## src/mpp_cfg.svh

```systemverilog
/*
 Constants for the port pin block: widths, reset values, masks and timing counts.
 Assumes it is included by its bare name from the design files of this block.
*/
// Function
// RULE1: Outside logic holds reset low over 2 us, longer for oscillator settling.
// RULE2: First bidirectional port has eight lines, each with its own direction bit.
// RULE3: Reset clears first port's direction bits, so every line is an input.
// RULE4: Second bidirectional port has the same direction control and reset behaviour; in code lines 7:6 stay outputs, also at reset.
// RULE5: Fourteen programmable lines: all of the first port, low six of the second.
// RULE6: First high-voltage port is eight output-only lines driven from a latch.
// RULE7: Second high-voltage port behaves like the first high-voltage port.
// RULE8: Four-line input-only port, readable by software, with no output drive.
// RULE9: One pin serves as external interrupt input or as sub-clock timer output.
// RULE10: Dedicated external interrupt pin is the lowest-priority external request.
// RULE11: Direction one drives the line from the latch; zero reads the pin.
`ifndef MPP_CFG_SVH
`define MPP_CFG_SVH

// ----------------------------------------------------------------
// Widths, reset values and masks
// ----------------------------------------------------------------
`define MPP_PORT_W     8
`define MPP_IN_W       4
`define MPP_SYNC_W     22
`define MPP_DIR_RST    8'h00
`define MPP_LAT_RST    8'h00
`define MPP_C_PROG     8'h3F
`define MPP_C_FIXED    8'hC0

// ----------------------------------------------------------------
// Timing
// ----------------------------------------------------------------
`define MPP_CLK_NS     20
`define MPP_RST_MIN_NS 2000
`define MPP_RST_MIN_CYC ((`MPP_RST_MIN_NS + `MPP_CLK_NS - 1) / `MPP_CLK_NS)
`define MPP_RD_LAT     3

`endif

```

## src/mpp_pkg.sv

```systemverilog
/*
 Types for the port pin block: write command, pin drive group, interrupt source.
 Assumes the CPU side writes on the same clock as the block.
*/
package mpp_pkg;

	// ----------------------------------------------------------------
	// Write targets of the CPU side
	// ----------------------------------------------------------------
	typedef enum logic [2:0] {
		MPP_SEL_A_DIR,
		MPP_SEL_A_LAT,
		MPP_SEL_B_LAT,
		MPP_SEL_C_DIR,
		MPP_SEL_C_LAT,
		MPP_SEL_D_LAT,
		MPP_SEL_MODE
	} mpp_sel_t;

	// One write, valid for a single cycle while en is high
	typedef struct packed {
		logic           en;
		mpp_sel_t       sel;
		logic [7:0]     data;
	} mpp_wr_t;

	// Drive of a two-way port: level and enable per line
	typedef struct packed {
		logic [7:0]     o;
		logic [7:0]     oe;
	} mpp_drv_t;

	// Interrupt request chosen for service
	typedef enum logic [1:0] {
		MPP_IRQ_NONE,
		MPP_IRQ_TMR_PIN,
		MPP_IRQ_LOW
	} mpp_irq_t;

endpackage

```

## src/mpp_sync.sv

```systemverilog
/*
 Two flip-flop synchroniser for a bundle of pin levels.
 Assumes each bit is an independent level; no word coherence across bits.
*/
`timescale 1ns/1ns
module mpp_sync #(
	parameter int W = 1
) (
	// Clock and reset
	input  wire logic         sys_clk_in,
	input  wire logic         reset_n_in,
	// Levels
	input  wire logic [W-1:0] async_in,
	output logic      [W-1:0] sync_out
);

	logic [W-1:0] meta_q;

	// First stage feeds only the second stage
	always_ff @(posedge sys_clk_in or negedge reset_n_in) begin
		if (!reset_n_in) begin
			meta_q   <= '0;
			sync_out <= '0;
		end else begin
			meta_q   <= async_in;
			sync_out <= meta_q;
		end
	end

endmodule

```

## src/mpp_ports.sv

```systemverilog
/*
 Port pin block: two bidirectional ports, two output-only ports, a four-line
 input port and two external interrupt pins, one shared with a timer output.
 Assumes CPU writes and interrupt acks come from logic on sys_clk_in; all pins
 are asynchronous and pass the synchroniser before use.
*/
`timescale 1ns/1ns
`include "mpp_cfg.svh"
module mpp_ports (
	// Clock and reset
	input  wire logic             sys_clk_in,
	input  wire logic             reset_n_in,
	// CPU side writes and interrupt service
	input  wire mpp_pkg::mpp_wr_t wr_in,
	input  wire logic [1:0]       irq_ack_in,
	input  wire logic             timer_sub_in,
	// Bidirectional ports
	input  wire logic [7:0]       bidir_port_a_in,
	output mpp_pkg::mpp_drv_t     bidir_port_a_out,
	input  wire logic [7:0]       bidir_port_c_in,
	output mpp_pkg::mpp_drv_t     bidir_port_c_out,
	// Output-only ports
	output logic [7:0]            hv_out_port_b_out,
	output logic [7:0]            hv_out_port_d_out,
	// Input-only port
	input  wire logic [3:0]       port_r_in,
	// Interrupt pins, both active low
	input  wire logic             ext_irq_low_prio_n_in,
	input  wire logic             ext_irq_or_timer_out_n_in,
	output logic                  ext_irq_or_timer_out_o_out,
	output logic                  ext_irq_or_timer_out_oe_out,
	// Read-back and interrupt status
	output logic [7:0]            port_a_rd_out,
	output logic [7:0]            port_c_rd_out,
	output logic [3:0]            port_r_rd_out,
	output logic [1:0]            irq_pend_out,
	output mpp_pkg::mpp_irq_t     irq_sel_out
);

	// ----------------------------------------------------------------
	// Pin synchronisers
	// ----------------------------------------------------------------
	logic [`MPP_SYNC_W-1:0] sync_s;
	logic [7:0]             a_pin_s;
	logic [7:0]             c_pin_s;
	logic [3:0]             r_pin_s;
	logic                   low_n_s;
	logic                   shr_n_s;
	logic                   low_act_s;
	logic                   shr_act_s;

	// All pins share one synchroniser instance; interrupt pins enter inverted so the
	// synchroniser's cleared state is their idle level and no false edge follows reset
	mpp_sync #(.W(`MPP_SYNC_W)) u_sync (
		.sys_clk_in (sys_clk_in),
		.reset_n_in (reset_n_in),
		.async_in   ({bidir_port_a_in, bidir_port_c_in, port_r_in,
		              ~ext_irq_low_prio_n_in, ~ext_irq_or_timer_out_n_in}),
		.sync_out   (sync_s)
	);

	assign {a_pin_s, c_pin_s, r_pin_s, low_act_s, shr_act_s} = sync_s;
	assign low_n_s = ~low_act_s;
	assign shr_n_s = ~shr_act_s;

	// ----------------------------------------------------------------
	// Direction and output latches
	// ----------------------------------------------------------------
	logic [7:0] a_dir_q;
	logic [7:0] a_lat_q;
	logic [7:0] b_lat_q;
	logic [5:0] c_dir_q;
	logic [7:0] c_lat_q;
	logic [7:0] d_lat_q;
	logic       tmr_mode_q;

	// Direction bits clear at reset so every programmable line starts as input
	always_ff @(posedge sys_clk_in or negedge reset_n_in) begin
		if (!reset_n_in) begin
			a_dir_q <= `MPP_DIR_RST; // [RULE3]
			c_dir_q <= 6'h00; // [RULE4]
		end else if (wr_in.en) begin
			if (wr_in.sel == mpp_pkg::MPP_SEL_A_DIR) begin
				a_dir_q <= wr_in.data; // [RULE2]
			end
			// Only the low six lines of port c take a direction
			if (wr_in.sel == mpp_pkg::MPP_SEL_C_DIR) begin
				c_dir_q <= wr_in.data[5:0]; // [RULE5]
			end
		end
	end

	// Output latches hold their value until the next write
	always_ff @(posedge sys_clk_in or negedge reset_n_in) begin
		if (!reset_n_in) begin
			a_lat_q <= `MPP_LAT_RST;
			b_lat_q <= `MPP_LAT_RST;
			c_lat_q <= `MPP_LAT_RST;
			d_lat_q <= `MPP_LAT_RST;
		end else if (wr_in.en) begin
			unique case (wr_in.sel)
				mpp_pkg::MPP_SEL_A_LAT: a_lat_q <= wr_in.data;
				mpp_pkg::MPP_SEL_B_LAT: b_lat_q <= wr_in.data; // [RULE6]
				mpp_pkg::MPP_SEL_C_LAT: c_lat_q <= wr_in.data;
				mpp_pkg::MPP_SEL_D_LAT: d_lat_q <= wr_in.data; // [RULE7]
				default: ;
			endcase
		end
	end

	// Shared pin mode: bit 0 set hands the pin to the timer
	always_ff @(posedge sys_clk_in or negedge reset_n_in) begin
		if (!reset_n_in) begin
			tmr_mode_q <= 1'b0;
		end else if (wr_in.en && wr_in.sel == mpp_pkg::MPP_SEL_MODE) begin
			tmr_mode_q <= wr_in.data[0]; // [RULE9]
		end
	end

	// ----------------------------------------------------------------
	// Pin drive
	// ----------------------------------------------------------------
	// Enable follows direction; upper port c lines are always outputs
	assign bidir_port_a_out.o  = a_lat_q;
	assign bidir_port_a_out.oe = a_dir_q; // [RULE11]
	assign bidir_port_c_out.o  = c_lat_q;
	assign bidir_port_c_out.oe = `MPP_C_FIXED | {2'b00, c_dir_q}; // [RULE5] [RULE11]
	assign hv_out_port_b_out   = b_lat_q; // [RULE6]
	assign hv_out_port_d_out   = d_lat_q; // [RULE7]

	// Timer output passes straight through; it is already on this clock
	assign ext_irq_or_timer_out_o_out  = timer_sub_in; // [RULE9]
	assign ext_irq_or_timer_out_oe_out = tmr_mode_q; // [RULE9]

	// ----------------------------------------------------------------
	// Read-back
	// ----------------------------------------------------------------
	logic [7:0] c_oe_s;
	logic [7:0] a_rd_d;
	logic [7:0] c_rd_d;

	assign c_oe_s = bidir_port_c_out.oe;

	// Per line: an output reads its latch, an input reads the pin
	for (genvar i = 0; i < `MPP_PORT_W; i++) begin : g_rd
		assign a_rd_d[i] = a_dir_q[i] ? a_lat_q[i] : a_pin_s[i]; // [RULE11]
		assign c_rd_d[i] = c_oe_s[i] ? c_lat_q[i] : c_pin_s[i]; // [RULE11]
	end

	// Registered so software sees a steady value for a whole cycle
	always_ff @(posedge sys_clk_in or negedge reset_n_in) begin
		if (!reset_n_in) begin
			port_a_rd_out <= 8'h00;
			port_c_rd_out <= 8'h00;
			port_r_rd_out <= 4'h0;
		end else begin
			port_a_rd_out <= a_rd_d;
			port_c_rd_out <= c_rd_d;
			port_r_rd_out <= r_pin_s; // [RULE8]
		end
	end

	// ----------------------------------------------------------------
	// External interrupts
	// ----------------------------------------------------------------
	logic low_prev_q;
	logic shr_prev_q;
	logic low_fall;
	logic shr_fall;

	// Previous levels; reset high like the synchroniser's idle output, so a pin held low at release is seen as an edge
	always_ff @(posedge sys_clk_in or negedge reset_n_in) begin
		if (!reset_n_in) begin
			low_prev_q <= 1'b1;
			shr_prev_q <= 1'b1;
		end else begin
			low_prev_q <= low_n_s;
			shr_prev_q <= shr_n_s;
		end
	end

	assign low_fall = low_prev_q & ~low_n_s;
	// In timer mode the pin is ours, so its own edges are not requests
	assign shr_fall = shr_prev_q & ~shr_n_s & ~tmr_mode_q; // [RULE9]

	// Sticky requests; a new edge wins over an ack in the same cycle
	always_ff @(posedge sys_clk_in or negedge reset_n_in) begin
		if (!reset_n_in) begin
			irq_pend_out <= 2'b00;
		end else begin
			irq_pend_out[0] <= shr_fall | (irq_pend_out[0] & ~irq_ack_in[0]);
			irq_pend_out[1] <= low_fall | (irq_pend_out[1] & ~irq_ack_in[1]);
		end
	end

	// The dedicated pin is served only when the shared pin is quiet
	always_comb begin
		if (irq_pend_out[0]) begin
			irq_sel_out = mpp_pkg::MPP_IRQ_TMR_PIN;
		end else if (irq_pend_out[1]) begin
			irq_sel_out = mpp_pkg::MPP_IRQ_LOW; // [RULE10]
		end else begin
			irq_sel_out = mpp_pkg::MPP_IRQ_NONE;
		end
	end

	logic [1:0] age_q;
	logic       first_q;

	// Cycles since reset release, saturating, for checks only
	always_ff @(posedge sys_clk_in or negedge reset_n_in) begin
		if (!reset_n_in) begin
			age_q   <= 2'd0;
			first_q <= 1'b1;
		end else begin
			first_q <= 1'b0;
			if (age_q != 2'd3) begin
				age_q <= age_q + 2'd1;
			end
		end
	end
endmodule

```

## config.mk

```make
export PLATFORM = sky130hd
export DESIGN_NAME = mpp_ports
export DESIGN_NICKNAME = d
export VERILOG_FILES = /design/src/mpp_pkg.sv /design/src/mpp_sync.sv /design/src/mpp_ports.sv
export VERILOG_INCLUDE_DIRS = /design/src
export SDC_FILE = /design/constraint.sdc
export NUM_CORES = 1
export LEC_CHECK = 0
export ABC_AREA = 0
export BUFFER_PORTS_ARGS = -buffer_cell sky130_fd_sc_hd__buf_2
export CAP_MARGIN = 20
export CORE_ASPECT_RATIO = 1.5
export CORE_MARGIN = 5
export CORE_UTILIZATION = 54
export DETAILED_ROUTE_END_ITERATION = 8
export GPL_TIMING_DRIVEN = 0
export PLACE_DENSITY = 0.84
export SLEW_MARGIN = 20
export SYNTH_ARGS = -nofsm -noshare
export SYNTH_HDL_FRONTEND = slang
export SYNTH_SLANG_ARGS = --single-unit
```

## constraint.sdc

```tcl
create_clock -name sys_clk_in -period 3 [get_ports sys_clk_in]
set_clock_uncertainty 0.2 [all_clocks]
set_input_delay 0.15 -clock sys_clk_in [delete_from_list [all_inputs] [get_ports sys_clk_in]]
set_output_delay 0.15 -clock sys_clk_in [all_outputs]
set_load 0.05 [all_outputs]
```

==> metrics.cfg <==
[place]
io_buffers=106
dp_hpwl_um=5170
place_inst=385
pre_cts_ws_ns=1.32
place_congestion=0.742

[synth]
netlist_instances=201
synth_top_cell_by_area=dfrtp_1
ys_seq_area_share_pct=75.8
yosysTopAreaCellShare_pct=74.4
yosys_warnings=0
ys_types=15
avgSynthCellArea_um2=18.2
synthTopCellsByArea=dfrtp_1 (74%), mux2_2 (19%), dfstp_2 (1.4%)
syn_area_um2=3670
yosys_register_bits=111

[layout]
drive_above_1_share_pct=54.9
multi_input_area_um2=797
seq_area_um2=2780
fillers=428
area_growth_pct=33.4
n_antenna_cell=0
stdcell_count=435
nNetsFinal=393

[critical_path]
endpoint=a_dir_q[5]$_DFFE_PN0P_
reg2reg_slack_ns=1.95
worstSetupPathType=primary input to flop
max_stage_delay_ns=0.61
r2r_end=port_a_rd_out[6]$_DFF_PN0_
endpoint_kind=flop
cp-startpoint=wr_in[8]
crit_required_ns=3.05
rr_worst_depth=1
crit_fanout=8
crit_slowest_cell=nor4b_4
arrival_ns=1.88
r2r_start=a_dir_q[6]$_DFFE_PN0P_
cp-start-kind=primary input
path_cells=dlygate4sd3_1 > buf_6 > nor4b_4 > mux2_2

[pwr]
p_seq_share_pct=45.0
p_leak_nw=2.38
power.share.combinational_pct=31.4
ir_worst_vdd_mv=0.566
p_sw_mw=1.53
p_total_mw=4.09
swShare_pct=37.3
internal_power_mw=2.56
clkPwrFrac_pct=23.5
powerDensity_nw_per_um2=835

[floorplanning]
rows=36
io_pins=113
initial_core_util_pct=55.8
dieArea_um2=8570
core_area_um2=6580
die_w_um=77.3
die_y_um=111

[timing]
max_slew_margin_pct=57.1
setup_ws_ns=1.17
rsz0062_at_grt=false
slew_violations=0
min_period_ns=1.83
finalSetupViolCount=0
tns_ns=0
worst_slew_pin_slew_ns=0.641
finalCritPeriodShare_pct=61.1
hold_violations=0
max_freq_ghz=0.546

[min_path]
hp-class=primary input to flop

[routing]
drt-total-wl_um=7600
drt_first_iter_violations=92
num_vias=2148
wl_per_cell_um=17.5
route.detailed.drc=0
ant_nets=0
via_per_inst=4.94
drtPass1Iterations=4

[clocking]
cts-htree-levels=3
cts_buffers=9
cts.path.max_buffers=2
root_buffer=clkbuf_8
cts_tree=built
clk_pin_slew_ns=0.09
clock_latency_ns=0.37
clock-sinks=111

[global_routing]
grt_start_max_net_pins=59
grt_pass1_wl_um=12100
grt_usage_pct=18.8
grt_pass1_vias=2330
antenna_found_initial=0
grt_overflow=0

[job]
drv_cap=0

[outcome]
status=complete, no violations

cell usage in the layout (no fill, tap or decap):
cell type / n
clkinv_4: 1
conb_1: 2
nor4bb_1: 3
dfstp_2: 2
nor4b_4: 1
buf_6: 2
nand2_1: 2
o22ai_1: 1
nand4b_1: 3
buf_2: 108
clkinv_2: 3
clkbuf_8: 10
o21ai_0: 1
dlygate4sd3_1: 34
mux2_2: 61
inv_1: 6
buf_16: 1
nor2_1: 1
bufinv_16: 2
buf_4: 6
dfrtp_1: 109
power groups by stage:
stage	clock (mW)	combinational (mW)	sequential, mW
CTS	0.980	1.30	1.84
detailed placement	0	1.26	1.87
floorplan	0	0.249	2.53
global placement	0	1.24	1.85
global route	1.04	1.34	1.87
finish	0.962	1.29	1.84
critical path: cells and delay by family:
family | cells | cell delay (ns)
AND/OR/NAND/NOR | 1 | 0.61
multiplexers | 1 | 0.41
buffers and inverters | 2 | 0.70
layout make-up:
cell class	count	share of cell area [%]
timing repair buffer	141	18.5
clock buffer	10	2.81
inverter	6	0.460
clock inverter	6	1.71
tap	76	1.94
multi-input combinational	75	16.3
sequential	111	56.8
buffer	10	1.46
stage by stage:
step / cell area (µm²) / utilization [%] / hold slack (ns)
2_1_floorplan: 3670 / - / -0.346
3_3_place_gp: 4300 / 65.3 / 0.0580
3_5_place_dp: 4330 / 65.8 / -0.0552
4_1_cts: 4890 / 74.4 / 0.00826
5_1_grt: 4890 / 74.4 / 0.0122
6_report: 4890 / 74.4 / 0.0288
flip-flops by register name, indices dropped and copies added, names as in the netlist, 2 cells and up:
name               cells
port_c_rd_out          8
a_dir_q                8
irq_pend_out           2
u_sync.sync_out       20
a_lat_q                8
port_a_rd_out          8
hv_out_port_d_out      8
c_dir_q                6
c_lat_q                8
u_sync.meta_q         20
port_r_rd_out          4
hv_out_port_b_out      8
layer usage:
metal	part of all wire [%]	track usage (%)	vias up
li1	-	-	989
met1	37	21.4	1064
met2	54	31.8	76
met3	5.5	5.45	19
met4	3.1	9.40	0
met5	0	0	-
Yosys cell counts:
cell,n
nor2_1,1
buf_4,6
nand2_1,2
nor4bb_1,3
nor4b_4,1
dfstp_2,2
o21ai_0,1
conb_1,1
buf_6,1
buf_2,3
mux2_2,61
inv_1,6
o22ai_1,1
dfrtp_1,109
nand4b_1,3
kinds of logic after synthesis:
family	synth area share, %
buf+inv	2.56
flops	75.8
mux	18.7
simple gates	2.49
compound gates	0.307
other cells	0.102
worst min path at each step:
stage | start | endpoint | slack, ns | depth (start not counted)
5_1_grt | wr_in[10] | ext_irq_or_timer_out_oe_out$_DFFE_PN0P_ | 0.01 | 3
3_5_place_dp | reset_n_in | u_sync.meta_q[10]$_DFF_PN0_ | -0.06 | 1
4_1_cts | wr_in[10] | ext_irq_or_timer_out_oe_out$_DFFE_PN0P_ | 0.008 | 3
3_3_place_gp | bidir_port_a_in[5] | u_sync.meta_q[19]$_DFF_PN0_ | 0.06 | 1
6_report | wr_in[10] | ext_irq_or_timer_out_oe_out$_DFFE_PN0P_ | 0.03 | 3
2_1_floorplan | reset_n_in | a_dir_q[0]$_DFFE_PN0P_ | -0.35 | 0
repair_timing:
action                     CTS  global route
hold endpoints to repair   178             0
buffers inserted             0             0
setup endpoints to repair    0             0
resized for setup            0             0
hold buffers                34             0
Note: power is estimated with default switching activity, not from simulation.
